`src/logic/pwmt_pkg.sv`:
```
// Shared constants and register layouts for the dual 8-bit PWM timer.
// Assumes a plain one-cycle register port and a single clock domain.
package pwmt_pkg;

    // Register port widths
    localparam int unsigned DATA_W = 8;
    localparam int unsigned ADDR_W = 8;

    // Register offsets on the plain register port
    localparam logic [7:0] ADDR_CTRL1  = 8'h27;
    localparam logic [7:0] ADDR_CTRL2  = 8'h28;
    localparam logic [7:0] ADDR_CTRL3  = 8'h29;
    localparam logic [7:0] ADDR_LOWCMP = 8'h2a;
    localparam logic [7:0] ADDR_PERCMP = 8'h2b;

    // Reset values and writable masks
    localparam logic [7:0] RST_VALUE   = 8'h00;
    localparam logic [7:0] CTRL2_RMASK = 8'hef; // Bit 4 reads zero
    localparam logic [7:0] CTRL3_MASK  = 8'h70; // Only bits 6..4 exist
    localparam logic [7:0] READ_IDLE   = 8'h00;

    // Counter tops and start value
    localparam logic [7:0] COUNT_ZERO = 8'h00;
    localparam logic [7:0] TOP_8BIT   = 8'hff;
    localparam logic [7:0] TOP_7BIT   = 8'h7f;
    localparam logic [7:0] LOW7_MASK  = 8'h7f;

    // Prescaler taps: count clock period is 2**(shift+1) CLK cycles
    localparam int unsigned PRE_W  = 8;
    localparam int unsigned TAP_S0 = 0;
    localparam int unsigned TAP_S1 = 2;
    localparam int unsigned TAP_S2 = 4;
    localparam int unsigned TAP_S3 = 6;

    // Control register 1: function, width and clock selection
    typedef struct packed {
        logic ch1_function_select;
        logic ch2_function_select;
        logic ch1_seven_bit_select;
        logic ch2_seven_bit_select;
        logic ch1_clock_sel_hi;
        logic ch1_clock_sel_lo;
        logic ch2_clock_sel_hi;
        logic ch2_clock_sel_lo;
    } pwmt_ctrl1_s;

    // Control register 2: enables, cascade, flags, interrupt enables
    typedef struct packed {
        logic ch1_count_enable;
        logic ch2_count_enable;
        logic cascade_clock_mode;
        logic spare;
        logic ch1_irq_flag;
        logic ch2_irq_flag;
        logic ch1_irq_enable;
        logic ch2_irq_enable;
    } pwmt_ctrl2_s;

    // Control register 3: pin enables and paired mode
    typedef struct packed {
        logic       spare_hi;
        logic       output_enable_b;
        logic       output_enable_a;
        logic       paired_pwm_select;
        logic [3:0] spare_lo;
    } pwmt_ctrl3_s;

endpackage : pwmt_pkg

```
`src/logic/pwmt_top.sv`:
```
// Dual 8-bit PWM timer: two counters, shared prescaler, paired PWM.
// Assumes a plain register port, standby levels from the system
// controller, and one clock for everything.
//
// Implementation choices: the plain strobed port and the address map.
`timescale 1ns/10ps
`default_nettype none

// Notes on behaviour
// - Started counter counts up from zero
// - Paired mode: low until channel 1 match
// - Paired mode: high after channel 1 match
// - Channel 2 match clears both counters together
// - Channel 2 match: output low, flag two
// - Compare one sets low width, two period
// - Low width beyond period gives no waveform
// - Stopped PWM counter holds its output level
// - Prescaler runs while any enable is set
// - Joint start gives identical first periods
// - Stop standby freezes, release resumes counting
// - Watch standby behaves like stop standby
// - First match may come one count early
// - Request stands while flag and enable set
// - Match during stop sets no flag
module pwmt_top
    import pwmt_pkg::*;
(
    input  wire logic              CLK,
    input  wire logic              NRST,
    input  wire logic [ADDR_W-1:0] ADDR,
    input  wire logic [DATA_W-1:0] WDATA,
    input  wire logic              WR,
    input  wire logic              RD,
    output logic      [DATA_W-1:0] RDATA,
    input  wire logic              STOP_MODE,
    input  wire logic              WATCH_MODE,
    output logic                   WAVE_A,
    output logic                   WAVE_B,
    output logic                   WAVE_A_OE,
    output logic                   WAVE_B_OE,
    output logic                   IRQ_CH1,
    output logic                   IRQ_CH2
);

    ////////////////////////////////////////////////////////////////////
    // Register storage

    pwmt_ctrl1_s ctrl1;          // Function and clock selection
    pwmt_ctrl2_s ctrl2;          // Enables, flags, interrupt enables
    pwmt_ctrl3_s ctrl3;          // Pin enables and paired mode
    logic [7:0]  low_width_cmp;  // Channel 1 compare value
    logic [7:0]  period_cmp;     // Channel 2 compare value

    ////////////////////////////////////////////////////////////////////
    // Address decode

    logic wr_c1;  // Write to control one
    logic wr_c2;  // Write to control two
    logic wr_c3;  // Write to control three
    logic wr_lo;  // Write to low width compare
    logic wr_pe;  // Write to period compare
    pwmt_ctrl2_s wd2; // Write data seen as control two

    assign wr_c1 = WR && (ADDR == ADDR_CTRL1);
    assign wr_c2 = WR && (ADDR == ADDR_CTRL2);
    assign wr_c3 = WR && (ADDR == ADDR_CTRL3);
    assign wr_lo = WR && (ADDR == ADDR_LOWCMP);
    assign wr_pe = WR && (ADDR == ADDR_PERCMP);
    assign wd2   = pwmt_ctrl2_s'(WDATA);

    ////////////////////////////////////////////////////////////////////
    // Mode decode

    logic en1;     // Channel 1 enabled
    logic en2;     // Channel 2 enabled
    logic freeze;  // Stop or watch standby holds everything
    logic paired;  // Paired PWM mode
    logic casc;    // Channel 2 counts channel 1 output edges
    logic pwm1;    // Channel 1 plain PWM function
    logic pwm2;    // Channel 2 plain PWM function

    assign en1    = ctrl2.ch1_count_enable;
    assign en2    = ctrl2.ch2_count_enable;
    assign freeze = STOP_MODE || WATCH_MODE;
    assign paired = ctrl3.paired_pwm_select;
    assign casc   = ctrl2.cascade_clock_mode;
    assign pwm1   = ctrl1.ch1_function_select && !paired;
    assign pwm2   = ctrl1.ch2_function_select && !paired;

    ////////////////////////////////////////////////////////////////////
    // Shared prescaler

    logic [PRE_W-1:0] pre;      // Prescaler count
    logic             pre_on;   // Any channel enabled
    logic             pre_run;  // Prescaler advances this cycle

    assign pre_on  = en1 || en2;
    assign pre_run = pre_on && !freeze;

    // Tick when the selected tap bit is about to rise
    function automatic logic tap_tick(input logic [PRE_W-1:0] p,
                                      input logic [1:0] sel);
        logic [PRE_W-1:0] mask;
        int unsigned      s;
        s = TAP_S0;
        case (sel)
            2'h1:    s = TAP_S1;
            2'h2:    s = TAP_S2;
            2'h3:    s = TAP_S3;
            default: s = TAP_S0;
        endcase
        mask = PRE_W'((1 << (s + 1)) - 1);
        tap_tick = ((p & mask) == (mask >> 1));
    endfunction : tap_tick

    // Idle and zeroed while both enables are clear, so a joint start
    // gives both channels the same phase; a late start joins a running
    // prescaler and its first period may be short by one count clock
    always_ff @(posedge CLK or negedge NRST) begin
        if (!NRST) begin
            pre <= '0;
        end else if (!pre_on) begin
            pre <= '0;
        end else if (pre_run) begin
            pre <= pre + PRE_W'(1);
        end
    end

    ////////////////////////////////////////////////////////////////////
    // Count clocks

    logic out1;      // Channel 1 waveform level
    logic out2;      // Channel 2 waveform level
    logic out1_q;    // Channel 1 level one cycle back, for cascade
    logic tick1;     // Channel 1 counts this cycle
    logic tick2;     // Channel 2 counts this cycle
    logic tap1;      // Channel 1 prescaler tap edge
    logic tap2;      // Channel 2 prescaler tap edge
    logic casc_edge; // Rising edge of channel 1 output

    assign tap1      = tap_tick(pre, {ctrl1.ch1_clock_sel_hi, ctrl1.ch1_clock_sel_lo});
    assign tap2      = tap_tick(pre, {ctrl1.ch2_clock_sel_hi, ctrl1.ch2_clock_sel_lo});
    assign casc_edge = out1 && !out1_q;
    assign tick1     = pre_run && en1 && tap1;
    assign tick2     = casc ? (en2 && !freeze && casc_edge) : (pre_run && en2 && tap2);

    ////////////////////////////////////////////////////////////////////
    // Channel counters

    logic [7:0] cnt1;    // Channel 1 count
    logic [7:0] cnt2;    // Channel 2 count
    logic       match1;  // Channel 1 compare equality
    logic       match2;  // Channel 2 compare equality
    logic       clr1;    // Clear channel 1
    logic       clr2;    // Clear channel 2
    logic       pend1;   // Channel 1 compare event on this tick
    logic       pend2;   // Channel 2 compare event on this tick

    // Interval and paired compare events; plain PWM raises none
    assign pend1 = tick1 && match1 && !pwm1;
    assign pend2 = tick2 && match2 && !pwm2;

    // A stopped counter restarts from zero; paired period clears both
    assign clr1 = !en1 || (paired && pend2);
    assign clr2 = !en2;

    pwmt_chan #(
        .W (8)
    ) u_ch1 (
        .CLK        (CLK),
        .NRST       (NRST),
        .tick       (tick1),
        .clear_req  (clr1),
        .seven_bit  (pwm1 && ctrl1.ch1_seven_bit_select),
        .wrap_match (!pwm1 && !paired),
        .cmp        (low_width_cmp),
        .count      (cnt1),
        .match      (match1)
    );

    pwmt_chan #(
        .W (8)
    ) u_ch2 (
        .CLK        (CLK),
        .NRST       (NRST),
        .tick       (tick2),
        .clear_req  (clr2),
        .seven_bit  (pwm2 && ctrl1.ch2_seven_bit_select),
        .wrap_match (!pwm2),
        .cmp        (period_cmp),
        .count      (cnt2),
        .match      (match2)
    );

    ////////////////////////////////////////////////////////////////////
    // Interrupt flags

    logic stop1_now;  // This write stops channel 1
    logic stop2_now;  // This write stops channel 2
    logic set1;       // Flag one set event
    logic set2;       // Flag two set event
    logic next_flag1; // Next flag one
    logic next_flag2; // Next flag two

    assign stop1_now = wr_c2 && !wd2.ch1_count_enable;
    assign stop2_now = wr_c2 && !wd2.ch2_count_enable;
    assign set1      = pend1 && !stop1_now;
    assign set2      = pend2 && !stop2_now;

    // Set wins over a software clear in the same cycle
    assign next_flag1 = set1 || (ctrl2.ch1_irq_flag &&
                        !(wr_c2 && !wd2.ch1_irq_flag));
    assign next_flag2 = set2 || (ctrl2.ch2_irq_flag &&
                        !(wr_c2 && !wd2.ch2_irq_flag));

    ////////////////////////////////////////////////////////////////////
    // Waveform levels

    logic [7:0] cmp1_eff;   // Channel 1 compare seen by plain PWM
    logic [7:0] cmp2_eff;   // Channel 2 compare seen by plain PWM
    logic       next_out1;  // Next channel 1 level
    logic       next_out2;  // Next channel 2 level

    assign cmp1_eff = ctrl1.ch1_seven_bit_select ? (low_width_cmp & LOW7_MASK) : low_width_cmp;
    assign cmp2_eff = ctrl1.ch2_seven_bit_select ? (period_cmp & LOW7_MASK) : period_cmp;

    // Channel 1: paired, plain PWM or interval toggle
    always_comb begin
        next_out1 = out1;
        if (paired) begin
            if (!en1 || !en2 || freeze) begin
                next_out1 = out1 && !(wr_c2 && wd2.ch1_count_enable);
            end else if (pend2) begin
                next_out1 = 1'b0;
            end else if (tick1 && match1) begin
                next_out1 = 1'b1;
            end
        end else if (pwm1) begin
            if (en1 && !freeze) begin
                next_out1 = (cnt1 < cmp1_eff);     // High until match
            end
        end else if (!en1) begin
            next_out1 = 1'b0;                      // Interval stop reads low
        end else if (pend1) begin
            next_out1 = !out1;
        end
    end

    // Channel 2: plain PWM or interval toggle; quiet in paired mode
    always_comb begin
        next_out2 = out2;
        if (paired) begin
            next_out2 = out2;
        end else if (pwm2) begin
            if (en2 && !freeze) begin
                next_out2 = (cnt2 < cmp2_eff);
            end
        end else if (!en2) begin
            next_out2 = 1'b0;
        end else if (pend2) begin
            next_out2 = !out2;
        end
    end

    // Waveform flops; the pins are separate flops loaded from the same next levels
    always_ff @(posedge CLK or negedge NRST) begin
        if (!NRST) begin
            out1   <= 1'b0;
            out2   <= 1'b0;
            out1_q <= 1'b0;
        end else begin
            out1   <= next_out1;
            out2   <= next_out2;
            out1_q <= out1;
        end
    end

    ////////////////////////////////////////////////////////////////////
    // Register writes

    // Control one and compares store as written; software keeps clock
    // selections still while counting, the block does not guard them
    always_ff @(posedge CLK or negedge NRST) begin
        if (!NRST) begin
            ctrl1         <= pwmt_ctrl1_s'(RST_VALUE);
            low_width_cmp <= RST_VALUE;
            period_cmp    <= RST_VALUE;
        end else begin
            if (wr_c1) ctrl1 <= pwmt_ctrl1_s'(WDATA);
            if (wr_lo) low_width_cmp <= WDATA;
            if (wr_pe) period_cmp <= WDATA;
        end
    end

    // Control two: flags by hardware set and software zero-write
    always_ff @(posedge CLK or negedge NRST) begin
        if (!NRST) begin
            ctrl2 <= pwmt_ctrl2_s'(RST_VALUE);
        end else begin
            if (wr_c2) begin
                ctrl2.ch1_count_enable   <= wd2.ch1_count_enable;
                ctrl2.ch2_count_enable   <= wd2.ch2_count_enable;
                ctrl2.cascade_clock_mode <= wd2.cascade_clock_mode;
                ctrl2.ch1_irq_enable     <= wd2.ch1_irq_enable;
                ctrl2.ch2_irq_enable     <= wd2.ch2_irq_enable;
            end
            ctrl2.spare        <= 1'b0;
            ctrl2.ch1_irq_flag <= next_flag1;
            ctrl2.ch2_irq_flag <= next_flag2;
        end
    end

    // Control three: only the three defined bits hold state
    always_ff @(posedge CLK or negedge NRST) begin
        if (!NRST) begin
            ctrl3 <= pwmt_ctrl3_s'(RST_VALUE);
        end else if (wr_c3) begin
            ctrl3 <= pwmt_ctrl3_s'(WDATA & CTRL3_MASK);
        end
    end

    ////////////////////////////////////////////////////////////////////
    // Read path

    logic [7:0] rd_mux;   // Selected register value
    logic [7:0] next_rd;  // Read data for the next cycle

    assign rd_mux = (ADDR == ADDR_CTRL1)  ? 8'(ctrl1) :
                    (ADDR == ADDR_CTRL2)  ? (8'(ctrl2) & CTRL2_RMASK) :
                    (ADDR == ADDR_CTRL3)  ? (8'(ctrl3) & CTRL3_MASK) :
                    (ADDR == ADDR_LOWCMP) ? low_width_cmp :
                    (ADDR == ADDR_PERCMP) ? period_cmp :
                    READ_IDLE;
    assign next_rd = RD ? rd_mux : READ_IDLE;

    // Read data stand one cycle after the strobe, else zero
    always_ff @(posedge CLK or negedge NRST) begin
        if (!NRST) begin
            RDATA <= READ_IDLE;
        end else begin
            RDATA <= next_rd;
        end
    end

    ////////////////////////////////////////////////////////////////////
    // Pins and interrupt requests

    // Requests are levels; they stand until the flag is cleared, so a
    // handler that forgets the clear is entered again at once
    always_ff @(posedge CLK or negedge NRST) begin
        if (!NRST) begin
            WAVE_A    <= 1'b0;
            WAVE_B    <= 1'b0;
            WAVE_A_OE <= 1'b0;
            WAVE_B_OE <= 1'b0;
            IRQ_CH1   <= 1'b0;
            IRQ_CH2   <= 1'b0;
        end else begin
            WAVE_A    <= next_out1;
            WAVE_B    <= next_out2;
            WAVE_A_OE <= ctrl3.output_enable_a;
            WAVE_B_OE <= ctrl3.output_enable_b;
            IRQ_CH1   <= ctrl2.ch1_irq_flag && ctrl2.ch1_irq_enable;
            IRQ_CH2   <= ctrl2.ch2_irq_flag && ctrl2.ch2_irq_enable;
        end
    end

endmodule : pwmt_top
`default_nettype wire

```
`src/logic/pwmt_chan.sv`:
```
// One 8-bit channel up-counter with compare, 7-bit wrap and clear.
// Assumes tick is a one-cycle count clock strobe from the parent.
`timescale 1ns/10ps
`default_nettype none

module pwmt_chan
    import pwmt_pkg::*;
#(
    parameter int unsigned W = 8
) (
    input  wire logic         CLK,
    input  wire logic         NRST,
    input  wire logic         tick,       // Count clock edge, already gated
    input  wire logic         clear_req,  // Synchronous clear, highest priority
    input  wire logic         seven_bit,  // Wrap at 7F instead of FF
    input  wire logic         wrap_match, // Clear on compare match (interval)
    input  wire logic [W-1:0] cmp,        // Compare value
    output logic      [W-1:0] count,      // Current count
    output logic              match       // Count equals compare value
);

    logic [W-1:0] top;        // Highest count before wrap
    logic         at_top;     // Count sits at top
    logic [W-1:0] next_count; // Value on next edge

    assign top    = seven_bit ? W'(TOP_7BIT) : W'(TOP_8BIT);
    assign at_top = (count == top);
    assign match  = (count == cmp);

    // Next count: clear wins, then wrap, then increment
    assign next_count = clear_req                      ? W'(COUNT_ZERO) :
                        !tick                          ? count :
                        ((wrap_match && match) || at_top) ? W'(COUNT_ZERO) :
                        count + W'(1);

    // Counter register; starts from zero on first tick
    always_ff @(posedge CLK or negedge NRST) begin
        if (!NRST) begin
            count <= W'(COUNT_ZERO);
        end else begin
            count <= next_count;
        end
    end

endmodule : pwmt_chan
`default_nettype wire

```
`config.mk`:
```
export PLATFORM = sky130hd
export DESIGN_NAME = pwmt_top
export DESIGN_NICKNAME = d
export VERILOG_FILES = /design/src/logic/pwmt_pkg.sv /design/src/logic/pwmt_top.sv /design/src/logic/pwmt_chan.sv
export SDC_FILE = /design/constraint.sdc
export NUM_CORES = 1
export LEC_CHECK = 0
export ABC_AREA = 1
export BUFFER_PORTS_ARGS = -buffer_cell sky130_fd_sc_hd__buf_4
export CAP_MARGIN = 15
export CORE_MARGIN = 5
export CORE_UTILIZATION = 35
export CTS_BUF_LIST = sky130_fd_sc_hd__clkbuf_4 sky130_fd_sc_hd__clkbuf_8
export DETAILED_ROUTE_END_ITERATION = 12
export HOLD_SLACK_MARGIN = 0.03
export PLACE_DENSITY_LB_ADDON = 0.2
export SYNTH_ARGS = -nofsm -noshare
export SYNTH_HDL_FRONTEND = slang
export SYNTH_HIERARCHICAL = 1
export SYNTH_SLANG_ARGS = --single-unit
```
`constraint.sdc`:
```
create_clock -name CLK -period 2.15 [get_ports CLK]
set_clock_uncertainty 0.05 [all_clocks]
set_input_delay 0.43 -clock CLK [delete_from_list [all_inputs] [get_ports CLK]]
set_output_delay 0.43 -clock CLK [all_outputs]
set_load 0.01 [all_outputs]
```
Yosys cells after proc, flatten, opt, wreduce, memory -nomap -nowiden
Index checks and enable logic that the tools add are counted.

cells by class
  reduce and logical (&&, ||, !) cells = 68
  bitwise operators = 3
  multiplexer cells = 33
  shift operators = 2
  magnitude comparators = 2
  add/subtract/negate cells = 7
  equal/unequal tests = 24

operator list
  cell                                                    count
  2-to-1 mux 8 bit                                        18
  adder 32 x 1 -> 32 bit (second input constant)          2
  << shifter 1 x 32 -> 8 bit (first input constant)       2
  == test 8 x 6 -> 1 bit (second input constant)          5
  logical AND 1 bit                                       38
  == test 8 bit                                           4
  adder 8 x 1 -> 8 bit (second input constant)            3
  zero test 1 bit                                         18
  one-hot mux 3 bit (3 select lines)                      2
  bitwise AND 8 bit                                       2
  == test 8 x 7 -> 1 bit                                  2
  < comparator 8 bit                                      2
  subtractor 8 x 2 -> 8 bit (second input constant)       2
  2-to-1 mux 1 bit                                        13
  logical OR 1 bit                                        9
  == test 2 bit (second input constant)                   4
  inequality test 4 x 1 -> 1 bit (second input constant)  2
  inequality test 2 x 1 -> 1 bit (second input constant)  3
  AND reduction 3 bit                                     2
  == test 2 x 1 -> 1 bit (second input constant)          2
  inequality test 3 x 1 -> 1 bit (second input constant)  1
  inequality test 3 x 2 -> 1 bit (second input constant)  1
  nonzero test 2 bit                                      1
  inverter 1 bit                                          1

storage, ports and cells
  flip-flop bits (word level) = 73
  output and inout bits = 14
  input port bits = 22

Logic depth before layout (Yosys ltp)
Gate-level depths: netlist of run 1.

  depth after elaboration = 14
  mapped depth = 14
  mapped depth without buffers = 14

Hierarchy
The synthesis of run 1 kept the hierarchy.

by module, submodules not included
  module     cells each  area each (um2)  sequential area each (um2)  times used
  pwmt_top   385         3,196.8          1,401.3                     1
  pwmt_chan  84          625.6            200.2                       2

Least setup slack after synthesis of run 1
OpenSTA, ideal clock, no wires.

  kind = register to register
  from = reg u_ch2.count[2]
  to = reg u_ch1.count[6]
  stages on the path, launching flop included = 13
  data required time = 1.977 ns
  arrival = 2.189 ns
  clock period less this slack = 2.362 ns
  slack = -0.212 ns
  path buffers = 0
  cell sequence = dfrtp_1 -> xnor2_1 -> nand2_2 -> nor4_1 -> inv_1 -> nor2_1 -> nand3_1 -> o21ai_0 -> nor2_4 -> inv_2 -> nand2_1 -> xor2_1 -> a21oi_2

on the way
  longest elaborated chain between the ends = 6
  elaborated cells between the ends (all ways) = 7
  those cells by class = 1 x eq/ne; 1 x mux; 5 x reduce/logical

RTL lines
  item                                                           RTL line         source
  start: declaration                                             pwmt_chan.sv:18  output logic [W-1:0] count,
  start signal: assignment                                       pwmt_chan.sv:39  count <= W'(COUNT_ZERO);
  start signal: assignment                                       pwmt_chan.sv:41  count <= next_count;
  == test 8 bit (*)                                              pwmt_chan.sv:28  assign match = (count == cmp);
  via match2                                                     pwmt_top.sv:153  logic match2;
  logical AND 1 bit (*) (2 in a row)                             pwmt_top.sv:161  assign pend2 = tick2 && match2 && !pwm2;
  logical AND 1 bit (*)                                          pwmt_top.sv:164  assign clr1 = !en1 || (paired && pend2);
  logical OR 1 bit (*)                                           pwmt_top.sv:164
  via clr1                                                       pwmt_top.sv:154  logic clr1;
  2-to-1 mux 8 bit / nonzero test 2 bit (equally long branches)  --
  end signal: assignment                                         pwmt_chan.sv:39
  end signal: assignment                                         pwmt_chan.sv:41
  end: declaration                                               pwmt_chan.sv:18

Mark *: on every way through the listed nets, which the timed path passes. The rest lies on a longest branch.
A chain may end at the register's enable or synchronous reset.

Worst setup path after layout of run 1
  from = reg period_cmp[3]
  to = reg u_ch1.count[7]

on the way
  longest elaborated chain between the ends = 6
  elaborated cells between the ends (all ways) = 7
  those cells by class = 1 x eq/ne; 1 x mux; 5 x reduce/logical

RTL lines
  item                                                           RTL line         source
  start: declaration                                             pwmt_top.sv:52   logic [7:0] period_cmp;
  start signal: assignment                                       pwmt_top.sv:287  period_cmp <= RST_VALUE;
  start signal: assignment                                       pwmt_top.sv:291  if (wr_pe) period_cmp <= WDATA;
  == test 8 bit (*)                                              pwmt_chan.sv:28
  via match2                                                     pwmt_top.sv:153
  logical AND 1 bit (*) (2 in a row)                             pwmt_top.sv:161
  logical AND 1 bit (*)                                          pwmt_top.sv:164
  logical OR 1 bit (*)                                           pwmt_top.sv:164
  via clr1                                                       pwmt_top.sv:154
  2-to-1 mux 8 bit / nonzero test 2 bit (equally long branches)  --

Marks and branches as above.

==> results of run 1 <==
area by class of cell:
| class | instances | area, sq um |
|---|---|---|
| Inverter | 82 | 308 |
| Fill cell | 1295 | 7120 |
| Timing Repair Buffer | 71 | 548 |
| Clock inverter | 6 | 60.1 |
| Tap cell | 172 | 215 |
| Clock buffer | 10 | 131 |
| Sequential cell | 72 | 1800 |
| Multi-Input combinational cell | 393 | 2330 |
kinds of logic after synthesis:
logic type / Yosys count
AOI/OAI and AO/OA: 99
xor gates and xnor gates: 19
adders and majority gates: 17
buffers and inverters: 88
DFF: 72
and+or+nand+nor: 258
per-layer routing:
metal  up-vias  routed length, microns  track usage [%]
met5         -                       0                0
met4         0                     177             5.60
met3        14                     422             4.24
met2        47                    5550             26.7
met1      1816                    4960             20.3
li1       1934                       -                -
path summary, 6_finish.rpt:
path,endpoint,startpoint,slack (ns),depth (start not counted)
setup / recovery,u_ch1/count[7]$_DFFE_PN0P_,period_cmp[3]$_DFFE_PN0P_,0.07,12
hold / removal,ctrl2[2]$_DFF_PN0_,WDATA[2],0.27,3
setup reg to reg,u_ch1/count[7]$_DFFE_PN0P_,period_cmp[3]$_DFFE_PN0P_,0.07,12
hold reg to reg,WAVE_B_OE$_DFF_PN0_,ctrl3[6]$_DFFE_PN0P_,0.38,0
max in group asynchronous,WAVE_A_OE$_DFF_PN0_,NRST,1.03,3
min in group asynchronous,IRQ_CH2$_DFF_PN0_,NRST,0.45,2
stage by stage:
step           area (sq um)  setup TNS (ns)  util, %  hold slack, ns  total power (uW)
5_1_grt                5390          -0.265     43.1           0.262              4500
6_report               5390               0     43.1           0.267              4160
3_3_place_gp           5130         -0.0316     41.0           0.307              3030
4_1_cts                5350               0     42.8           0.250              4190
3_5_place_dp           5130         -0.0492     41.0           0.310              3070
2_1_floorplan          4450               0        -          0.0844              2590
state kept, by name, summed over array words and instances, names as in the netlist, 4 cells and up:
name	count
low_width_cmp	8
RDATA	8
u_ch1/count	8
u_ch2/count	8
ctrl2	4
period_cmp	8
ctrl1	8
pre	7
worst max-delay path: stages, from the launching register on:
cell     delay [ns]
dfrtp_1        0.39
xnor2_1        0.18
nand2_2        0.09
nor4_2         0.26
inv_1          0.08
nor2_2         0.12
nand3_2        0.11
o21ai_4        0.19
nor2_4         0.07
nor2_2         0.09
nand4_1        0.09
xor2_1         0.16
a21oi_2        0.11
repair_timing:
item	4_1_cts	5_1_grt
hold endpoints to repair	23	0
gates resized for setup	5	8
setup buffers	0	2
pin swaps	5	3
hold buffers	1	0
endpoints found under the setup margin	3	11
power groups by stage:
stage	clock [uW]	sequential (uW)	combinational [uW]
after floorplan	0	1730	858
after global routing	1190	1760	1550
after detailed placement	0	1760	1320
after CTS	1110	1730	1340
final	1080	1730	1340
after global placement	0	1750	1290
layout by cell type, fill, tap and decap left out, types with 3 or more instances in the layout:
cell type and n:
nor2_2 12, xor2_1 11, dfrtp_1 72, xnor2_1 6, o31ai_1 3, o22ai_1 4
nand3_1 16, nand2_1 151, inv_1 76, o21ai_0 17, o21ai_1 15, clkbuf_8 9
nor2_4 5, buf_4 69, a41oi_2 4, nand2_2 13, nor3_1 4, inv_2 6
ha_1 17, nand2_4 4, a21oi_1 18, a21oi_2 12, o21ai_2 16, nand4_1 8
clkinv_2 3, nand3_2 4, nor2_1 34
==> metrics.md, run 1 <==
| Metric | Value |
|---|---|
| Status | completed |
| Critical path data arrival time | roughly 2.3 ns |
| Fmax | a little under 500 MHz |
| CTS Buf Count | 9 |
| Combinational share of power | ~32% |
| Crit end category | register |
| Nets | about 670 |
| Post-Synth Simple-Gate Area | a little over a quarter |
| Synth Area in Adders | under 10% |
| Synthesized area | between 4000 and 5000 sq um |
| Int Pwr | roughly 2700 uW |
| Post-DP HPWL | 8.71 mm |
| Post-synth top flop | dfrtp_1 |
| Xor/xnor share of the synthesized area | roughly 3.7% |
| Largest net degree at the start of global routing | 50 |
| NetSw | roughly 1500 uW |
| Inserted Diodes | 0 |
| Die ar. | 15100 sq um |
| RSZ-0062 raised after global routing | yes |
| Initial antenna violation count | 0 |
| Drt first pass iters | 4 |
| FP Rows | 41 |
| Dpl ws | -0.0492 ns |
| Final worst-path cycle share | 96.6% |
| Starting Density | between 30 and 40% |
| Max Slew Vio Count | 0 |
| Seq pwr share | about two fifths |
| Pwr dens | about 770 nW/um^2 |
| Sequential fraction of the synthesis area | 40.5% |
| Core area | about 13000 sq um |
| Synthesis-stage register bit count | 72 |
| Post-Layout Cell Count | 806 |
| Fraction of registers with async set/reset | 100% |
| Input/output buffers | 35 |
| Largest family of logic cells by synthesized area | simple AND/OR/NAND/NOR gates |
| GPL Wtd Cong | between 0.8 and 0.9 |
| Synth-to-Final Area Change | 21.3% |
| Average wire per standard cell | about 14 microns |
| Final worst path period need | just over 2 ns |
| CP Launch Type | register |
| CTS Sinks | slightly above 70 |
| Initial DRC count | between 200 and 250 |
| Die Ht | roughly 120 microns |
| Total track usage | about 16% |
| Post-synth EDFFs | 0 |
| Die width | about 120 microns |
| Switching Fraction | about 36% |
| Synth warn | 6 |
| Complex-gate fraction of the synthesized area | 15.8% |
| Hold Fails Final Rpt | 0 |
| Antenna violation net count after detailed routing | 0 |
| Dpl cells | 787 |
| Global-route wire length before repair | 18.4 mm |
| Routed vias | between 3k and 4k |
| CP required | about 2.4 ns |
| Average size of a mapped cell | around 8.0 sq um |
| Hold Crit Class | in2reg |
| Post-synth top area share | about two fifths |
| Htree depth | 3 |
| Commonest cells post-synth | 154 x nand2_1, 77 x inv_1, 72 x dfrtp_1 |
| Layout cells sized above 1 | between 20% and 30% |
| Final setup margin | between 0.07 and 0.08 ns |
| CTS root buffer | clkbuf_8 |
| Number of global-route vias before repair | around 3.7k |
| Clock power share | around a quarter |
| CTS clk-pin slew, worst paths | around 0.08 ns |
| Post-synthesis mux area share | 0% |
| Slew margin rel. | 68.3% |
| Yosys cell types | 38 |
| Largest cells by area after synthesis | dfrtp_1 41%, nand2_1 13%, inv_1 6.5%, ha_1 4.8%, o21ai_2 3.2% |
| Later-pin clock latency in the skew report | between 0.3 and 0.4 ns |
| Net Count, Synth | slightly below 600 |
| Syn Inst Count | about 550 |
| Critical-path maximum fanout | 4 |
| Setup CP Type | reg2reg |
| Post-synth top area cell | dfrtp_1 |
| DR vias/cell | roughly 4.7 |
| Leakage | between 0.002 and 0.003 uW |
| Count leader, synth | nand2_1 |
| DRC viols | 0 |
| GRT overflow | 0 |
| Slew @ Worst Pin | ~0.47 ns |
| Final wirelength | ~11 mm |
| CTS tree | done |
| Final setup viols | 0 |
| Max-cap viol count | 0 |
| CTS max path bufs | 2 |
| VDD IR max | 0.291 mV |
| IO Pins | 36 |
No activity file was read; power rests on OpenSTA's default activity.
==> inputs of run 2 (changes only) <==
--- a/config.mk
+++ b/config.mk
@@ -5,10 +5,8 @@
 export SDC_FILE = /design/constraint.sdc
 export NUM_CORES = 1
 export LEC_CHECK = 0
-export ABC_AREA = 1
 export BUFFER_PORTS_ARGS = -buffer_cell sky130_fd_sc_hd__buf_4
 export CAP_MARGIN = 15
-export CORE_MARGIN = 5
 export CORE_UTILIZATION = 35
 export CTS_BUF_LIST = sky130_fd_sc_hd__clkbuf_4 sky130_fd_sc_hd__clkbuf_8
 export DETAILED_ROUTE_END_ITERATION = 12
@@ -18,3 +16,4 @@
 export SYNTH_HDL_FRONTEND = slang
 export SYNTH_HIERARCHICAL = 1
 export SYNTH_SLANG_ARGS = --single-unit
+export TNS_END_PERCENT = 5
==> metrics.md, run 2 <==
| Metric | Value |
|---|---|
| Status | finished with violations |
| Failing checks | DRC, setup timing |
| Slew margin rel. | about 65% |
| Critical-path maximum fanout | 4 |
| CP Launch Type | register |
| Seq pwr share | between 40 and 50% |
| Post-synth top area share | ~42% |
| Critical path data arrival time | between 2 and 2.5 ns |
| Final TNS setup | -0.151 ns |
| Clock power share | 37.8% |
| GRT overflow | 0 |
| Final worst-path cycle share | 102% |
| Hold Fails Final Rpt | 0 |
| R2R Setup Slk | -0.05 ns |
| Top delay family on crit path | simple AND/OR/NAND/NOR gates |
| VDD IR max | between 0.5 and 0.6 mV |
| Yosys cell types | 60 |
| Die ar. | approximately 13000 sq um |
| Net Count, Synth | between 400 and 500 |
| NetSw | between 700 and 800 uW |
| Average size of a mapped cell | just over 10 sq um |
| Nets | 550 |
| Post-DP HPWL | 8.70 mm |
| CTS Sinks | between 70 and 80 |
| Worst path cell trace | xor2_1 -> nor4_2 -> and2_4 -> o2111a_2 -> nand2_2 -> nand2_4 -> or2_4 -> nand4_1 -> nor2_1 -> xnor2_1 -> a21oi_1 |
| Slowest cell on the critical path | dfrtp_1 |
| Setup CP Type | reg2reg |
| Most common cell after layout, fill and taps aside | buf_4 |
| Antenna violation net count after detailed routing | 0 |
| Max incr delay on CP | 0.39 ns |
| Input/output buffers | 35 |
| Combinational share of power | a little over an eighth |
| Average wire per standard cell | 17.4 microns |
| RSZ-0062 raised after global routing | yes |
| CTS max path bufs | 2 |
| DR vias/cell | around 5.3 |
| Synth-to-Final Area Change | 26.1% |
| Inserted Diodes | 0 |
| Drt first pass iters | 8 |
| Post-Layout Cell Count | approximately 660 |
| Synthesized area | 4240 sq um |
| Final wirelength | 11.5 mm |
| Max Slew Vio Count | 0 |
| Fillers | 1142 |
| Synth warn | 6 |
| Largest cells by area after synthesis | dfrtp_1 42%, mux2_2 9.3%, ha_1 5.0%, xor2_1 4.1%, nand2_1 3.8% |
| Slew @ Worst Pin | about 0.52 ns |
| Synthesis-stage register bit count | 72 |
| Max-cap viol count | 0 |
| Number of global-route vias before repair | approximately 3.6k |
| Final worst path period need | between 2 and 2.5 ns |
| Pwr dens | about 560 nW/um^2 |
| Crit end category | register |
| Area of the multi-input gates | 2350 sq um |
| IO Pins | 36 |
| Die width | 112 microns |
| CTS tree | done |
| Hold_sp | WDATA[0] |
| Final setup margin | -0.0459 ns |
| Sequential fraction of the synthesis area | 42.5% |
| Register area | about 1800 sq um |
| Routed vias | ~3.5k |
| GPL Wtd Cong | ~0.84 |
| CP required | around 2.4 ns |
| Fin util | around 46% |
| CTS clk-pin slew, worst paths | ~0.080 ns |
| Count leader, synth | dfrtp_1 |
| FF-to-FF Start | period_cmp[4]$_DFFE_PN0P_ |
| Htree depth | 3 |
| Core area | ~12000 sq um |
| Post-synth top flop | dfrtp_1 |
| Starting Density | between 30% and 40% |
| Global-route wire length before repair | 18.8 mm |
| FP Rows | 39 |
| CTS Buf Count | 9 |
| CP startpoint | period_cmp[4]$_DFFE_PN0P_ |
| Hold slack | just under 0.3 ns |
| Total track usage | roughly a fifth |
| Initial DRC count | around 170 |
| Post-synth EDFFs | 0 |
| CTS root buffer | clkbuf_8 |
| Commonest cells post-synth | 72 x dfrtp_1, 43 x nand2_1, 35 x mux2_2 |
| Dpl cells | 637 |
| Largest net degree at the start of global routing | 36 |
| Int Pwr | about 2200 uW |
| DRC viols | 1 |
| Hold Crit Class | in2reg |
| Post-synth top area cell | dfrtp_1 |
| Leakage | around 0.0025 uW |
| Final setup viols | 5 |
| Fraction of registers with async set/reset | 100% |
| Layout cells sized above 1 | between 30% and 40% |
| CP bufs+invs | 0 |
| Syn Inst Count | between 400 and 500 |
| Die Ht | about 110 microns |
| Total power | between 2000 and 3000 uW |
| Switching Fraction | a little over a quarter |
| Later-pin clock latency in the skew report | about 0.37 ns |
| Initial antenna violation count | 0 |
| Fmax | around 460 MHz |
| Most frequent cells in the layout | 96 x buf_4, 72 x dfrtp_1, 41 x nand2_1, 35 x mux2_2, 25 x o21ai_0 |
[run 2: cell types whose count changed after synthesis, moves of 9 or more]
cell	before	now
nand2_1	154	43
inv_1	77	22
mux2_2	0	35
nor2_1	37	21
o21ai_2	16	0
o21ai_1	15	0
a21oi_2	12	0
nand2_2	10	0
nand2b_1	0	10
o21ai_0	18	28
nand3_1	17	8
[run 2: kinds of logic (layout without fill, tap and decap cells)]
| group | count (synthesis) | count (layout) | synth area share [%] |
|---|---|---|---|
| mux | 36 | 36 | 9.82 |
| xor+xnor | 25 | 25 | 5.16 |
| compound gates | 95 | 95 | 15.8 |
| buf+inv | 32 | 135 | 3.39 |
| flops | 72 | 72 | 42.5 |
| simple gates | 136 | 136 | 18.3 |
| fa+ha+maj | 17 | 17 | 5.01 |
[run 2: final timing paths]
| path | end | cells past startpoint |
|---|---|---|
| hold / removal | ctrl1[0]$_DFFE_PN0P_ | 2 |
| hold reg to reg | WAVE_A_OE$_DFF_PN0_ | 0 |
| setup reg to reg | u_ch1/count[7]$_DFFE_PN0P_ | 11 |
| max in group asynchronous | u_ch1/count[5]$_DFFE_PN0P_ | 3 |
| setup / recovery | u_ch1/count[7]$_DFFE_PN0P_ | 11 |
| min in group asynchronous | pre[3]$_DFFE_PN0P_ | 2 |
[run 2: power groups by stage]
stage	Clock, uW	Sequential, uW	Combinational, uW
6_report	1120	1440	406
3_5_place_dp	0	1470	388
2_1_floorplan	0	1460	198
4_1_cts	1160	1440	401
5_1_grt	1220	1450	445
3_3_place_gp	0	1470	381
[run 2: routing by layer]
metal / vias to the layer above / GRT usage [%] / routed length [microns]
li1: 1699 / - / -
met1: 1716 / 27.3 / 5510
met2: 82 / 30.8 / 5280
met3: 14 / 4.27 / 505
met4: 0 / 6.31 / 163
met5: - / 0 / 0
[run 2: cell type report]
cell class                      instances  area share, %
Clock buffer                           11           2.83
Clock inverter                          5           1.03
Inverter                               22           1.54
Multi-Input combinational cell        309           44.0
Sequential cell                        72           33.7
Tap cell                              143           3.34
Timing Repair Buffer                   97           13.6
[run 2: repair_timing]
item / in CTS / in global routing
gates resized for setup: 2 / 9
pin swaps: 8 / 7
hold endpoints to repair: 32 / 0
setup buffers: 4 / 1
setup endpoints to repair: 7 / 10
hold buffers: 1 / 0
[run 2: metrics by stage]
step | area (sq um) | worst slack (ns)
2_1_floorplan | 4260 | -0.0966
3_3_place_gp | 5060 | -0.158
3_5_place_dp | 5060 | -0.190
4_1_cts | 5320 | -0.0351
5_1_grt | 5350 | -0.144
6_report | 5350 | -0.0459
==> inputs of run 3 (changes only) <==
--- a/config.mk
+++ b/config.mk
@@ -9,6 +9,7 @@
 export CAP_MARGIN = 15
 export CORE_UTILIZATION = 35
 export CTS_BUF_LIST = sky130_fd_sc_hd__clkbuf_4 sky130_fd_sc_hd__clkbuf_8
+export CTS_CLUSTER_SIZE = 10
 export DETAILED_ROUTE_END_ITERATION = 12
 export HOLD_SLACK_MARGIN = 0.03
 export PLACE_DENSITY_LB_ADDON = 0.2
==> constraint.sdc (replaced) <==
create_clock -name CLK -period 2.29 [get_ports CLK]
set_clock_uncertainty 0.05 [all_clocks]
set_input_delay 0.458 -clock CLK [delete_from_list [all_inputs] [get_ports CLK]]
set_output_delay 0.458 -clock CLK [all_outputs]
set_load 0.01 [all_outputs]
==> metrics.md, run 3 (synthesis gave the netlist of run 2 again) <==
| Metric | Value |
|---|---|
| Register area | 1800 sq um |
| Core area | around 12000 sq um |
| Critical path data arrival time | about 2.4 ns |
| Most frequent cells in the layout | 87 x buf_4, 72 x dfrtp_1, 41 x nand2_1, 35 x mux2_2, 27 x o21ai_0 |
| Global-route wire length before repair | 18.2 mm |
| VDD IR max | around 0.3 mV |
| Fin util | a little under half |
| DR vias/cell | 5.28 |
| Hold Fails Final Rpt | 0 |
| Fillers | between 1k and 1.5k |
| Largest net degree at the start of global routing | between 40 and 50 |
| CTS clk-pin slew, worst paths | 0.08 ns |
| Htree depth | 3 |
| IO Pins | 36 |
| Post-Layout Cell Count | between 600 and 700 |
| Die width | around 110 microns |
| Die ar. | between 10000 and 15000 sq um |
| Initial antenna violation count | 0 |
| GRT overflow | 0 |
| CTS tree | done |
| Worst path cell trace | xor2_1 -> nor4_2 -> and2_4 -> o2111a_2 -> nand2_2 -> nand2_4 -> nor2_4 -> o32a_4 -> o21ai_2 -> a21oi_1 |
| Average wire per standard cell | approximately 17 microns |
| R2r endpoint | u_ch1/count[3]$_DFFE_PN0P_ |
| Final worst path period need | roughly 2.2 ns |
| Final wirelength | between 10 and 15 mm |
| Layout cells sized above 1 | approximately 36% |
| Area of the multi-input gates | approximately 2400 sq um |
| Status | finished with violations |
| Final worst-path cycle share | between 90% and 100% |
| Dpl cells | ~630 |
| Fmax | roughly 460 MHz |
| Input/output buffers | 35 |
| Pwr dens | between 500 and 600 nW/um^2 |
| RSZ-0062 raised after global routing | yes |
| Inserted Diodes | 0 |
| Total track usage | a little under a fifth |
| CTS Sinks | 72 |
| FP Rows | 39 |
| Max Slew Vio Count | 0 |
| Worst hold stages | 2 |
| Crit end category | register |
| Setup CP Type | reg2reg |
| Post-DP HPWL | around 8.3 mm |
| CTS max path bufs | 2 |
| Total power | 2950 uW |
| Slew @ Worst Pin | 0.508 ns |
| CP startpoint | period_cmp[7]$_DFFE_PN0P_ |
| CP Launch Type | register |
| Hold Crit Class | in2reg |
| Hold slack | around 0.34 ns |
| Starting Density | 36.5% |
| Failing checks | DRC |
| CP required | approximately 2.5 ns |
| Critical-path maximum fanout | 5 |
| R2R cell count | 10 |
| Routed vias | 3440 |
| Number of global-route vias before repair | 3535 |
| Later-pin clock latency in the skew report | 0.35 ns |
| Die Ht | 112 microns |
| Antenna violation net count after detailed routing | 0 |
| Max incr delay on CP | 0.39 ns |
| GPL Wtd Cong | ~0.84 |
| CTS Buf Count | 9 |
| Drt first pass iters | 8 |
| Leakage | about 0.0025 uW |
| FF-to-FF Start | period_cmp[7]$_DFFE_PN0P_ |
| Synth-to-Final Area Change | 26.0% |
| Worst hold path endpoint | paired$_DFFE_PN0P_ |
| R2R Setup Slk | a little under 0.1 ns |
| Most common cell after layout, fill and taps aside | buf_4 |
| Max-cap viol count | 0 |
| Slowest cell on the critical path | dfrtp_1 |
| CTS root buffer | clkbuf_8 |
| Nets | around 540 |
| DRC viols | 2 |
| Initial DRC count | roughly 180 |
| Hold_sp | WDATA[4] |
| Final TNS setup | 0 ns |
| Slew margin rel. | between 60 and 70% |
| Final setup viols | 0 |
==> run 3: cell count changes in the layout (fill, tap and decap cells not counted), sizes merged <==
cell	previous run	this run
buf	96	88
bufinv	1	3
clkbuf	11	10
clkinvlp	2	1
==> run 3: through the flow <==
step | cell area [sq um] | setup WS, ns
final | 5350 | 0.0968
after floorplan | 4260 | 0.00957
after CTS | 5280 | 0.0164
after global placement | 5030 | -0.0526
after global routing | 5350 | -0.0279
after detailed placement | 5030 | -0.109
==> run 3: cell type report <==
cell class / instances / share of cell area [%]
clock buffers: 10 / 2.46
inverters: 22 / 1.54
clock inverters: 6 / 2.01
well taps: 143 / 3.35
multi-input cells: 309 / 44.2
repair buffers: 89 / 12.8
flip-flops and latches: 72 / 33.7
==> run 3: worst max path at each step <==
stage,end,slack (ns),cells past startpoint
2_1_floorplan,u_ch1/count[3]$_DFFE_PN0P_,0.01,11
3_3_place_gp,u_ch1/count[7]$_DFFE_PN0P_,-0.05,11
3_5_place_dp,u_ch1/count[3]$_DFFE_PN0P_,-0.11,9
4_1_cts,u_ch1/count[7]$_DFFE_PN0P_,0.02,11
5_1_grt,u_ch1/count[7]$_DFFE_PN0P_,-0.03,11
6_report,u_ch1/count[3]$_DFFE_PN0P_,0.1,10
==> run 3: worst max-delay path, delay by kind of cell, from the launching register on <==
family	cells	cell delay, ns
AO/OA/AOI/OAI	4	0.71
XOR/XNOR	1	0.17
flip-flops	1	0.39
AND/OR/NAND/NOR	5	0.77
==> run 3: routing by layer <==
layer / up-vias / routed length, microns / global-route usage (%)
met5: - / 0 / 0
met4: 0 / 102 / 4.62
met3: 10 / 387 / 3.83
met2: 63 / 5230 / 31.1
met1: 1691 / 5290 / 25.1
li1: 1676 / - / -
==> run 3: what timing repair did <==
item / in CTS / in global routing
endpoints found under the setup margin: 0 / 7
endpoints found under the hold margin: 29 / 0
gates resized for setup: 0 / 9
hold buffers: 1 / 0
setup buffers: 0 / 2
==> run 3: power breakdown <==
part	leakage (uW)	internal [uW]	switching, uW
sequential	0.000998	1310	40.6
clock	0.000120	732	493
combinational	0.00140	181	188
total	0.00252	2230	721
